`src/rtl/itc_pkg.sv`:
```
// Constants and carrier types for the interrupt, trap and event-transfer controller
package itc_pkg;
  localparam int NUM_SRC = 17;
  localparam int NUM_CHAN = 8;
  localparam int NUM_EXT = 4;
  localparam int PRIO_W = 4;
  localparam int TRAP_W = 7;
  localparam int ADDR_W = 24;
  localparam int CNT_W = 8;
  localparam logic [PRIO_W-1:0] PRIO_RESET = 4'h0;
  localparam logic [CNT_W-1:0] CNT_RESET = 8'h00;
  localparam logic [ADDR_W-1:0] PTR_RESET = 24'h000000;
  localparam logic [15:0] LIMIT_UPPER_RESET = 16'hFA00;
  localparam logic [15:0] LIMIT_LOWER_RESET = 16'hFC00;
  // Trap numbers; vector address is four times the trap number
  localparam logic [TRAP_W-1:0] TRAP_NONMASKABLE = 7'h02;
  localparam logic [TRAP_W-1:0] TRAP_STACK_OVER = 7'h04;
  localparam logic [TRAP_W-1:0] TRAP_STACK_UNDER = 7'h06;
  localparam logic [TRAP_W-1:0] TRAP_CLASS_B = 7'h0A;
  localparam int VEC_SHIFT = 2;
  // Trap flag register bit positions
  localparam int TF_NONMASKABLE = 15;
  localparam int TF_STACK_OVER = 14;
  localparam int TF_STACK_UNDER = 13;
  localparam int TF_UNDEF_OPCODE = 7;
  localparam int TF_PROT_FAULT = 3;
  localparam int TF_ILL_OPERAND = 2;
  localparam int TF_ILL_FETCH = 1;
  localparam int TF_ILL_BUS = 0;
  // Per-source trap numbers: ext0..3, timers 2..6, capture, serial x4, pwm, ssp, pll
  localparam logic [NUM_SRC*TRAP_W-1:0] SRC_TRAP = {
    7'h43, 7'h41, 7'h3F, 7'h2C, 7'h2B, 7'h47, 7'h2A, 7'h27,
    7'h26, 7'h25, 7'h24, 7'h23, 7'h22, 7'h1B, 7'h1A, 7'h19, 7'h18};
  // Service level encoding: 0..15 interrupt levels, above that trap classes
  localparam logic [5:0] LVL_CLASS_B = 6'h10;
  localparam logic [5:0] LVL_CLASS_A = 6'h20;

  typedef enum logic [1:0] {EDGE_RISE = 2'h1, EDGE_FALL = 2'h2, EDGE_BOTH = 2'h3} itc_edge_t;

  typedef struct packed {
    logic req_set;
    logic enable;
    logic route_chan;
    logic [2:0] chan;
    logic [PRIO_W-1:0] prio;
  } itc_src_cfg_t;

  typedef struct packed {
    logic continuous;
    logic word;
    logic inc_dst;
    logic [CNT_W-1:0] count;
    logic [ADDR_W-1:0] src_ptr;
    logic [ADDR_W-1:0] dst_ptr;
  } itc_chan_cfg_t;

  typedef struct packed {
    logic valid;
    logic word;
    logic [ADDR_W-1:0] src;
    logic [ADDR_W-1:0] dst;
  } itc_move_t;
endpackage : itc_pkg

```
`src/rtl/itc_controller.sv`:
```
// Interrupt, trap and event-transfer channel controller
// Function
// - Each source is routed to vectored interrupt or event channel per configuration.
// - Each source has request flag, enable flag and priority field.
// - Priority field selects one of sixteen levels for arbitration.
// - Accepted service is preempted only by strictly higher priority.
// - Interrupt branches to source vector at four times its trap number.
// - Seventeen sources, each with its own vector and trap number.
// - Event-channel service steals exactly one cycle from the CPU.
// - Channel moves byte or word, then bumps source or destination pointer.
// - Transfer counter decrements per service unless continuous mode.
// - Counter reaching zero turns the source's next request into a standard interrupt to its vector.
// - Eight independent event transfer channels.
// - Fast external inputs detect rising, falling or both edges.
// - Software trap 00h to 7Fh vectors at four times number, current priority.
// - Hardware exceptions branch immediately, non-maskable, to dedicated vector.
// - Each hardware trap sets its own trap flag bit.
// - Hardware traps preempt unless equal or higher trap running; interrupts never preempt traps.
// - Every stack access compares stack pointer against both limits.
// - Class A traps: nonmaskable 02h, overflow 04h, underflow 06h, priority II.
// - Class B traps share trap 0Ah at priority I, five causes.
`timescale 1ns/100ps
module itc_controller #(
  parameter int NUM_SRC = itc_pkg::NUM_SRC,
  parameter int NUM_CHAN = itc_pkg::NUM_CHAN
) (
  input wire logic clock,
  input wire logic rst,
  input wire logic [NUM_SRC-1:0] periph_req,
  input wire logic [itc_pkg::NUM_EXT-1:0] ext_pin,
  input wire itc_pkg::itc_edge_t [itc_pkg::NUM_EXT-1:0] ext_edge_sel,
  input wire itc_pkg::itc_src_cfg_t [NUM_SRC-1:0] src_cfg,
  input wire logic [NUM_SRC-1:0] src_cfg_we,
  input wire itc_pkg::itc_chan_cfg_t [NUM_CHAN-1:0] chan_cfg,
  input wire logic [NUM_CHAN-1:0] chan_cfg_we,
  input wire logic [5:0] cpu_level,
  input wire logic cpu_ack,
  input wire logic swtrap_req,
  input wire logic [itc_pkg::TRAP_W-1:0] swtrap_num,
  input wire logic nmi_pin,
  input wire logic [4:0] class_b_event,
  input wire logic stack_access,
  input wire logic [15:0] stack_pointer_reg,
  input wire logic [15:0] limit_wdata,
  input wire logic stack_upper_limit_we,
  input wire logic stack_lower_limit_we,
  input wire logic [15:0] trap_flag_clear,
  output logic irq_valid,
  output logic [itc_pkg::ADDR_W-1:0] irq_vector,
  output logic [5:0] irq_level,
  output logic irq_is_trap,
  output itc_pkg::itc_move_t move,
  output logic [NUM_SRC-1:0] req_flag,
  output logic [NUM_SRC-1:0] enable_flag,
  output logic [NUM_CHAN*itc_pkg::CNT_W-1:0] chan_count,
  output logic [15:0] trap_flag_register
);
  typedef enum logic [1:0] {ST_IDLE = 2'b00, ST_OFFER = 2'b01, ST_MOVE = 2'b10} itc_state_t;

  function automatic logic [itc_pkg::ADDR_W-1:0] vec_of(input logic [itc_pkg::TRAP_W-1:0] n);
    vec_of = {{(itc_pkg::ADDR_W-itc_pkg::TRAP_W-itc_pkg::VEC_SHIFT){1'b0}}, n, 2'b00};
  endfunction : vec_of

  function automatic logic [itc_pkg::TRAP_W-1:0] src_trap(input int i);
    src_trap = itc_pkg::SRC_TRAP[i*itc_pkg::TRAP_W +: itc_pkg::TRAP_W];
  endfunction : src_trap

  itc_state_t state_q;
  logic [NUM_SRC-1:0] req_q;
  logic [NUM_SRC-1:0] en_q;
  logic [NUM_SRC-1:0] route_q;
  logic [2:0] chan_q [NUM_SRC];
  logic [itc_pkg::PRIO_W-1:0] prio_q [NUM_SRC];
  logic [NUM_CHAN-1:0] cont_q;
  logic [NUM_CHAN-1:0] word_q;
  logic [NUM_CHAN-1:0] incd_q;
  logic [itc_pkg::CNT_W-1:0] cnt_q [NUM_CHAN];
  logic [itc_pkg::ADDR_W-1:0] sptr_q [NUM_CHAN];
  logic [itc_pkg::ADDR_W-1:0] dptr_q [NUM_CHAN];
  logic [NUM_SRC-1:0] zero_q;
  logic [15:0] upper_q;
  logic [15:0] lower_q;
  logic [15:0] tfr_q;
  logic [itc_pkg::NUM_EXT-1:0] ext_s1_q;
  logic [itc_pkg::NUM_EXT-1:0] ext_s2_q;
  logic [itc_pkg::NUM_EXT-1:0] ext_s3_q;
  logic [itc_pkg::NUM_EXT-1:0] ext_lvl_q;
  logic [2:0] nmi_sync_q;
  logic nmi_lvl_q;
  logic [4:0] sel_q;
  logic sel_chan_q;
  logic sel_valid_q;
  logic [NUM_SRC-1:0] ext_evt;
  logic nmi_evt;
  logic [NUM_SRC-1:0] live;
  logic [4:0] best_idx;
  logic [itc_pkg::PRIO_W-1:0] best_prio;
  logic best_any;
  logic overflow_hit;
  logic underflow_hit;
  logic [15:0] tf_set;
  logic trap_a;
  logic trap_b;
  logic [NUM_SRC-1:0] clr_vec;

  // Pin inputs: three-stage sync, change accepted when stages two and three agree
  always_ff @(posedge clock) begin
    if (rst) begin
      ext_s1_q <= '0;
      ext_s2_q <= '0;
      ext_s3_q <= '0;
      ext_lvl_q <= '0;
      nmi_sync_q <= 3'h0;
      nmi_lvl_q <= 1'b0;
    end else begin
      ext_s1_q <= ext_pin;
      ext_s2_q <= ext_s1_q;
      ext_s3_q <= ext_s2_q;
      ext_lvl_q <= (ext_s2_q & ext_s3_q) | (ext_lvl_q & (ext_s2_q | ext_s3_q));
      nmi_sync_q <= {nmi_sync_q[1:0], nmi_pin};
      if (nmi_sync_q[1] == nmi_sync_q[2]) begin
        nmi_lvl_q <= nmi_sync_q[2];
      end
    end
  end

  always_comb begin
    ext_evt = '0;
    for (int i = 0; i < itc_pkg::NUM_EXT; i++) begin
      logic nxt;
      nxt = (ext_s2_q[i] & ext_s3_q[i]) | (ext_lvl_q[i] & (ext_s2_q[i] | ext_s3_q[i]));
      ext_evt[i] = ((nxt & ~ext_lvl_q[i]) & ext_edge_sel[i][0])
                 | ((~nxt & ext_lvl_q[i]) & ext_edge_sel[i][1]);
    end
  end

  // Falling edge of the filtered nonmaskable level raises the trap
  assign nmi_evt = nmi_lvl_q & (nmi_sync_q[1] == nmi_sync_q[2]) & ~nmi_sync_q[2];

  assign overflow_hit = stack_access & (stack_pointer_reg < upper_q);
  assign underflow_hit = stack_access & (stack_pointer_reg > lower_q);

  always_comb begin
    tf_set = '0;
    tf_set[itc_pkg::TF_NONMASKABLE] = nmi_evt;
    tf_set[itc_pkg::TF_STACK_OVER] = overflow_hit;
    tf_set[itc_pkg::TF_STACK_UNDER] = underflow_hit;
    tf_set[itc_pkg::TF_UNDEF_OPCODE] = class_b_event[4];
    tf_set[itc_pkg::TF_PROT_FAULT] = class_b_event[3];
    tf_set[itc_pkg::TF_ILL_OPERAND] = class_b_event[2];
    tf_set[itc_pkg::TF_ILL_FETCH] = class_b_event[1];
    tf_set[itc_pkg::TF_ILL_BUS] = class_b_event[0];
  end

  // Set beats software clear
  always_ff @(posedge clock) begin
    if (rst) begin
      tfr_q <= 16'h0000;
      upper_q <= itc_pkg::LIMIT_UPPER_RESET;
      lower_q <= itc_pkg::LIMIT_LOWER_RESET;
    end else begin
      tfr_q <= (tfr_q & ~trap_flag_clear) | tf_set;
      if (stack_upper_limit_we) begin
        upper_q <= limit_wdata;
      end
      if (stack_lower_limit_we) begin
        lower_q <= limit_wdata;
      end
    end
  end

  assign trap_a = |tfr_q[itc_pkg::TF_NONMASKABLE:itc_pkg::TF_STACK_UNDER];
  assign trap_b = |{tfr_q[itc_pkg::TF_UNDEF_OPCODE], tfr_q[itc_pkg::TF_PROT_FAULT:0]};

  // Arbitration over pending, enabled sources
  always_comb begin
    best_idx = '0;
    best_prio = '0;
    best_any = 1'b0;
    for (int i = 0; i < NUM_SRC; i++) begin
      live[i] = req_q[i] & en_q[i];
      if (live[i] && (!best_any || prio_q[i] > best_prio)) begin
        best_any = 1'b1;
        best_prio = prio_q[i];
        best_idx = 5'(i);
      end
    end
  end

  // auto clear on acceptance or finished move
  always_comb begin
    clr_vec = '0;
    clr_vec[sel_q] = (state_q == ST_OFFER && cpu_ack && !sel_chan_q) || state_q == ST_MOVE;
  end

  // Source control: request, enable, priority, routing
  always_ff @(posedge clock) begin
    if (rst) begin
      req_q <= '0;
      en_q <= '0;
      route_q <= '0;
      for (int i = 0; i < NUM_SRC; i++) begin
        chan_q[i] <= 3'h0;
        prio_q[i] <= itc_pkg::PRIO_RESET;
      end
    end else begin
      for (int i = 0; i < NUM_SRC; i++) begin
        if (src_cfg_we[i]) begin
          en_q[i] <= src_cfg[i].enable;
          route_q[i] <= src_cfg[i].route_chan;
          chan_q[i] <= src_cfg[i].chan;
          prio_q[i] <= src_cfg[i].prio;
        end
        // Edge events above the pin sources stay low; a new request beats the clear
        req_q[i] <= ext_evt[i] | periph_req[i] | (src_cfg_we[i] & src_cfg[i].req_set)
                  | (req_q[i] & ~clr_vec[i]);
      end
    end
  end

  // Service sequencer
  always_ff @(posedge clock) begin
    if (rst) begin
      state_q <= ST_IDLE;
      sel_q <= 5'h00;
      sel_chan_q <= 1'b0;
      sel_valid_q <= 1'b0;
    end else begin
      unique case (state_q)
        ST_IDLE: begin
          if (best_any && {2'b00, best_prio} > cpu_level && !trap_a && !trap_b) begin
            sel_q <= best_idx;
            // exhausted channel falls back to vectored service
            sel_chan_q <= route_q[best_idx] & ~zero_q[best_idx];
            sel_valid_q <= 1'b1;
            state_q <= (route_q[best_idx] & ~zero_q[best_idx]) ? ST_MOVE : ST_OFFER;
          end
        end
        ST_OFFER: begin
          if (cpu_ack) begin
            sel_valid_q <= 1'b0;
            state_q <= ST_IDLE;
          end
        end
        ST_MOVE: begin
          sel_valid_q <= 1'b0;
          state_q <= ST_IDLE;
        end
      endcase
    end
  end

  always_ff @(posedge clock) begin
    if (rst) begin
      cont_q <= '0;
      word_q <= '0;
      incd_q <= '0;
      zero_q <= '0;
      for (int c = 0; c < NUM_CHAN; c++) begin
        cnt_q[c] <= itc_pkg::CNT_RESET;
        sptr_q[c] <= itc_pkg::PTR_RESET;
        dptr_q[c] <= itc_pkg::PTR_RESET;
      end
    end else begin
      for (int c = 0; c < NUM_CHAN; c++) begin
        if (chan_cfg_we[c]) begin
          cont_q[c] <= chan_cfg[c].continuous;
          word_q[c] <= chan_cfg[c].word;
          incd_q[c] <= chan_cfg[c].inc_dst;
          cnt_q[c] <= chan_cfg[c].count;
          sptr_q[c] <= chan_cfg[c].src_ptr;
          dptr_q[c] <= chan_cfg[c].dst_ptr;
        end else if (state_q == ST_MOVE && chan_q[sel_q] == 3'(c)) begin
          if (incd_q[c]) begin
            dptr_q[c] <= dptr_q[c] + (word_q[c] ? 24'h000002 : 24'h000001);
          end else begin
            sptr_q[c] <= sptr_q[c] + (word_q[c] ? 24'h000002 : 24'h000001);
          end
          if (!cont_q[c]) begin
            cnt_q[c] <= cnt_q[c] - 8'h01;
          end
        end
      end
      for (int i = 0; i < NUM_SRC; i++) begin
        if (state_q == ST_MOVE && sel_q == 5'(i) && !cont_q[chan_q[i]]
            && cnt_q[chan_q[i]] == 8'h01) begin
          zero_q[i] <= 1'b1;
        end else if (src_cfg_we[i] || (state_q == ST_OFFER && cpu_ack && sel_q == 5'(i))) begin
          zero_q[i] <= 1'b0;
        end
      end
    end
  end

  // Output register: vector offer, move descriptor and status
  always_ff @(posedge clock) begin
    if (rst) begin
      irq_valid <= 1'b0;
      irq_vector <= '0;
      irq_level <= 6'h00;
      irq_is_trap <= 1'b0;
      move <= '0;
      req_flag <= '0;
      enable_flag <= '0;
      chan_count <= '0;
      trap_flag_register <= 16'h0000;
    end else begin
      move.valid <= 1'b0;
      irq_valid <= 1'b0;
      if (trap_a && cpu_level < itc_pkg::LVL_CLASS_A) begin
        irq_valid <= 1'b1;
        irq_is_trap <= 1'b1;
        irq_level <= itc_pkg::LVL_CLASS_A;
        irq_vector <= tfr_q[itc_pkg::TF_NONMASKABLE] ? vec_of(itc_pkg::TRAP_NONMASKABLE)
                    : tfr_q[itc_pkg::TF_STACK_OVER] ? vec_of(itc_pkg::TRAP_STACK_OVER)
                    : vec_of(itc_pkg::TRAP_STACK_UNDER);
      end else if (trap_b && cpu_level < itc_pkg::LVL_CLASS_B) begin
        irq_valid <= 1'b1;
        irq_is_trap <= 1'b1;
        irq_level <= itc_pkg::LVL_CLASS_B;
        irq_vector <= vec_of(itc_pkg::TRAP_CLASS_B);
      end else if (swtrap_req) begin
        irq_valid <= 1'b1;
        irq_is_trap <= 1'b1;
        irq_level <= cpu_level;
        irq_vector <= vec_of(swtrap_num);
      end else if (state_q == ST_OFFER && !(cpu_ack && irq_valid)) begin
        irq_valid <= 1'b1;
        irq_is_trap <= 1'b0;
        irq_level <= {2'b00, prio_q[sel_q]};
        irq_vector <= vec_of(src_trap(int'(sel_q)));
      end
      if (state_q == ST_MOVE) begin
        move.valid <= 1'b1;
        move.word <= word_q[chan_q[sel_q]];
        move.src <= sptr_q[chan_q[sel_q]];
        move.dst <= dptr_q[chan_q[sel_q]];
      end
      req_flag <= req_q;
      enable_flag <= en_q;
      trap_flag_register <= tfr_q;
      for (int c = 0; c < NUM_CHAN; c++) begin
        chan_count[c*itc_pkg::CNT_W +: itc_pkg::CNT_W] <= cnt_q[c];
      end
    end
  end
endmodule : itc_controller

```
`config.mk`:
```
export PLATFORM = sky130hd
export DESIGN_NAME = itc_controller
export DESIGN_NICKNAME = d
export VERILOG_FILES = /design/src/rtl/itc_pkg.sv /design/src/rtl/itc_controller.sv
export SDC_FILE = /design/constraint.sdc
export NUM_CORES = 2
export LEC_CHECK = 0
export ABC_AREA = 1
export BUFFER_PORTS_ARGS = -buffer_cell sky130_fd_sc_hd__buf_2
export CORE_AREA = 8 8 373 375
export DETAILED_ROUTE_END_ITERATION = 8
export DIE_AREA = 0 0 381 383
export GPL_TIMING_DRIVEN = 0
export MAX_ROUTING_LAYER = met4
export PLACE_DENSITY = 0.69
export REMOVE_ABC_BUFFERS = 1
export SETUP_SLACK_MARGIN = 0.05
export SLEW_MARGIN = 20
export SYNTH_ARGS = -nofsm -noshare
export SYNTH_HDL_FRONTEND = slang
export SYNTH_SLANG_ARGS = --single-unit
export TNS_END_PERCENT = 20
```
`constraint.sdc`:
```
create_clock -name clock -period 20.4 [get_ports clock]
set_clock_uncertainty 0.05 [all_clocks]
set_input_delay 1.02 -clock clock [delete_from_list [all_inputs] [get_ports clock]]
set_output_delay 1.02 -clock clock [all_outputs]
set_load 0.05 [all_outputs]
```
==> metrics.log <==
INFO  metric run_status = complete, no violations
INFO  metric initial_core_util = approximately two fifths
INFO  metric detailroute.wirelength.met3 = between 20 and 25 mm
INFO  metric power_frac_clock = approximately 36%
INFO  metric report.final.setup_viol = 0
INFO  metric num_rows = 134
INFO  metric total_number_of_yosys_warnings = 0
INFO  metric cpPeakStageDelay = about 0.36 ns
INFO  metric clk_pin_slew = approximately 0.06 ns
INFO  metric post-route-period-util = a little over nine tenths
INFO  metric hold_path.class = register to register
INFO  metric drv_slew = 0
INFO  metric power.share.combinational = between 20% and 30%
INFO  metric gp_congestion = between 0.9 and 1
INFO  metric dp.cells = ~9000
INFO  metric die_y = between 300 and 400 um
INFO  metric pin_count_of_the_biggest_net_entering_global_routing = 122
INFO  metric critPathLaunchType = register
INFO  metric synth.distinct_cells = 62
INFO  metric synth.top_cells.by_area = sky130_fd_sc_hd__edfxtp_1, sky130_fd_sc_hd__dfxtp_1, sky130_fd_sc_hd__inv_1
INFO  metric timing.critical_path.from = req_q[0]$_SDFF_PP0_
INFO  metric viasPerCell = about 5.6
INFO  metric post_synth.cell_area_avg = around 8 um^2
INFO  metric worst_path_dominant_cell_family = simple AND/OR/NAND/NOR gates
INFO  metric synth_edf_count = 567
INFO  metric placeable_core_region = about 130000 um^2
INFO  metric highest_layer = met4
INFO  metric drive_above_1_share = 19.64%
INFO  metric met1Wirelength = about 96 mm
INFO  metric powerDensity = just under 90 nW/um^2
INFO  metric share_of_yosys_cell_area_claimed_by_the_top_area_cell_type = 32.16%
INFO  metric die_area = approximately 150000 um^2
INFO  metric p_switching = around 1.9 mW
INFO  metric area_delta_synth_final = 22.79%
INFO  metric final-hold-violation-count = 0
INFO  metric post_dp_cell_area = 59700 um^2
INFO  metric drv_cap = 0
INFO  metric number_of_cts_inserted_buffers = roughly 110
INFO  metric clk-insertion-delay-late = roughly 0.73 ns
INFO  metric max_freq = about 51 MHz
INFO  metric clockBufferDepth = 3
INFO  metric dr_total_vias = between 50000 and 60000
INFO  metric instances_no_fill = ~9300
INFO  metric wl_per_cell = ~25 um
INFO  metric critPathBufInv = 17
INFO  metric min-delay-start = ext_s1_q[2]$_SDFF_PP0_
INFO  metric grt_usage = between 30% and 40%
INFO  metric timing.critical_path.mode_cell = sky130_fd_sc_hd__nand2_1
INFO  metric asyncSetResetFlopFracSynth = 0%
INFO  metric worst_ep_arrival = between 20 and 25 ns
INFO  metric hold_slack = between 0.3 and 0.4 ns
INFO  metric initialDrtViolationCount = a little over 6000
INFO  metric worst_path_max_delay_cell = sky130_fd_sc_hd__dfxtp_2
INFO  metric first_pass_drt_iterations = 9
INFO  metric final.min_clock_period = around 20 ns
INFO  metric grt_overflow = 0
INFO  metric grt_pass1_wl = 327.0 mm
INFO  metric area_occupied_by_multi_input_gates = ~25000 um^2
INFO  metric worst_pin_slew = around 1.1 ns
INFO  metric design.portCount = 966
INFO  metric ctsHoldBuffers = 0
INFO  metric leakage = between 20 and 30 nW
INFO  metric worstPathRequired = between 20 and 25 ns
INFO  metric fillers = between 10000 and 15000
INFO  metric dominantRegCellSynth = sky130_fd_sc_hd__edfxtp_1
INFO  metric seq_power_share = ~40%
INFO  metric internal-power = ~3.7 mW
INFO  metric worst-path-max-fanout = 10
INFO  metric max_slew_margin = a little under a quarter
INFO  metric wl_met2 = just under 100 mm
INFO  metric total_wire_length = around 230 mm
INFO  metric mappedNetlistArea = about 53000 um^2
INFO  metric ys_ff_latch = just over 900
INFO  metric cts_root_buffer_type = sky130_fd_sc_hd__clkbuf_16
INFO  metric tritoncts_num_sinks = 919
INFO  metric worstSetupPathType = register to register
INFO  metric synth_largest_area_cell = sky130_fd_sc_hd__edfxtp_1
INFO  metric detailedPlacementHpwl = roughly 180 mm
INFO  metric synth_cells = 6531
INFO  metric buffers_added_on_ports = approximately 950
INFO  metric die_w = about 380 um
INFO  metric grt_pass1_vias = 49914
INFO  metric power.switching_fraction = 33.83%
INFO  metric setup.worst_path.end_class = register
INFO  metric cts_tree = built
INFO  metric cts-htree-levels = 3
INFO  metric layout.area.seq = around 24000 um^2
INFO  metric post-route-drc-count = 0
INFO  metric r2r_start = req_q[0]$_SDFF_PP0_
INFO  metric antenna_found_initial = 62
INFO  metric vdd_ir_drop_max = a little under 70 uV
INFO  metric synth_sequential_area_ratio = between 40% and 50%
INFO  metric nets = 8330
INFO  metric drtAntennaViolNets = 0
INFO  metric layout.cell_area.non_filler = approximately 65000 um^2
-- kinds of logic (layout without fill, tap and decap cells) --
kind of cell | after synthesis | count (layout) | share of synthesized area (%)
other cells | 1 | 63 | 0.007084
simple gates | 2271 | 2281 | 18.61
flops | 919 | 919 | 45.48
buf+inv | 1340 | 2278 | 9.743
fa+ha+maj | 157 | 157 | 3.938
xor+xnor | 290 | 290 | 4.798
compound gates | 1553 | 1553 | 17.43
-- power by group through the flow --
stage / clock network [mW] / registers [mW] / logic [mW]
global route: 2.13 / 2.27 / 1.46
floorplan: 0 / 2.33 / 0.641
detailed placement: 0 / 2.29 / 1.21
global placement: 0 / 2.28 / 1.18
CTS: 2.07 / 2.25 / 1.24
finish: 2.05 / 2.26 / 1.36
-- area by class of cell --
type                    count  share of cell area, %
well taps                1768                  3.403
clock inverters            56                 0.9837
diodes                     46                 0.1771
flip-flops and latches    919                  37.04
multi-input cells        4298                  38.41
repair buffers           1046                  9.288
clock buffers             145                  4.701
inverters                1031                  5.990
-- state kept, by name, indices dropped and copies added (netlist names), 16 cells and up, named ones only --
| name | count |
|---|---|
| req_q | 17 |
| dptr_q | 192 |
| zero_q | 17 |
| tfr_q | 16 |
| move | 50 |
| prio_q | 68 |
| chan_q | 51 |
| cnt_q | 64 |
| chan_count | 64 |
| trap_flag_register | 16 |
| sptr_q | 192 |
| upper_q | 16 |
| en_q | 17 |
| enable_flag | 17 |
| lower_q | 16 |
| route_q | 17 |
| req_flag | 17 |
-- cell usage after synthesis, types with 16 or more instances --
master                     number
sky130_fd_sc_hd__edfxtp_1     567
sky130_fd_sc_hd__nor2_1       524
sky130_fd_sc_hd__nand2_2       34
sky130_fd_sc_hd__nand2_1      918
sky130_fd_sc_hd__a32o_1        59
sky130_fd_sc_hd__a31oi_1       23
sky130_fd_sc_hd__a211oi_1      39
sky130_fd_sc_hd__nand3_1      499
sky130_fd_sc_hd__o31ai_1       47
sky130_fd_sc_hd__nand4_1       79
sky130_fd_sc_hd__nor4_1        34
sky130_fd_sc_hd__o211ai_1      28
sky130_fd_sc_hd__xor2_1       240
sky130_fd_sc_hd__dfxtp_1      352
sky130_fd_sc_hd__inv_1       1009
sky130_fd_sc_hd__fa_1          16
sky130_fd_sc_hd__nor3_1       139
sky130_fd_sc_hd__o21ai_0      690
sky130_fd_sc_hd__a21oi_1      375
sky130_fd_sc_hd__o22ai_1       32
sky130_fd_sc_hd__clkbuf_1     266
sky130_fd_sc_hd__xnor2_1       50
sky130_fd_sc_hd__a22oi_1      112
sky130_fd_sc_hd__ha_1         141
sky130_fd_sc_hd__buf_4         18
sky130_fd_sc_hd__o221ai_1      65
sky130_fd_sc_hd__o21bai_1      18
-- through the flow --
stage | utilization [%] | power, mW | setup WS (ns) | setup TNS (ns)
after CTS | 47.85 | 5.554 | 0.07742 | 0
after global placement | 44.18 | 3.460 | -7.187 | -1838.80
final | 48.95 | 5.666 | 0.8880 | 0
after global routing | 48.94 | 5.866 | -0.2687 | -2.644
after floorplan | - | 2.970 | 1.783 | 0
after detailed placement | 44.96 | 3.501 | -3.308 | -41.49
-- worst min-delay path, stage by stage, from the launching register on --
cell and delay, ns:
sky130_fd_sc_hd__dfxtp_1 0.29, sky130_fd_sc_hd__inv_1 0.04, sky130_fd_sc_hd__nor2_1 0.03
-- layout by cell type, fill, tap and decap left out, types with 50 or more instances in the layout --
cell type,instances
sky130_fd_sc_hd__inv_1,1002
sky130_fd_sc_hd__buf_2,945
sky130_fd_sc_hd__nand2_1,862
sky130_fd_sc_hd__o21ai_0,628
sky130_fd_sc_hd__edfxtp_1,567
sky130_fd_sc_hd__nor2_1,512
sky130_fd_sc_hd__nand3_1,489
sky130_fd_sc_hd__a21oi_1,369
sky130_fd_sc_hd__dfxtp_1,348
sky130_fd_sc_hd__xor2_1,240
sky130_fd_sc_hd__nor3_1,131
sky130_fd_sc_hd__ha_1,118
sky130_fd_sc_hd__a22oi_1,112
sky130_fd_sc_hd__clkbuf_16,112
sky130_fd_sc_hd__nand4_1,79
sky130_fd_sc_hd__nand2_2,69
sky130_fd_sc_hd__o221ai_1,65
sky130_fd_sc_hd__buf_4,62
sky130_fd_sc_hd__a32o_1,59
sky130_fd_sc_hd__xnor2_1,50
-- routing by layer --
layer / GRT usage, % / vias up
li1: - / 24093
met1: 39.47 / 25025
met2: 44.12 / 2891
met3: 7.020 / 564
met4: 16.10 / 0
met5: - / -
-- path summary, 6_finish.rpt --
check	endpoint	slack [ns]	depth (start not counted)
worst max-delay path	register	0.89	166
worst min-delay path	ext_s2_q[2]$_SDFF_PP0_	0.35	2
worst max register to register	register	0.89	166
worst min register to register	ext_s2_q[2]$_SDFF_PP0_	0.35	2
-- timing repair --
item | CTS | global route
endpoints found under the setup margin | 13 | 13
setup buffers | 4 | 46
cloned | 1 | 10
pin swaps | 2 | 119
gates resized for setup | 51 | 199
Power figures use the tool's default switching activity.
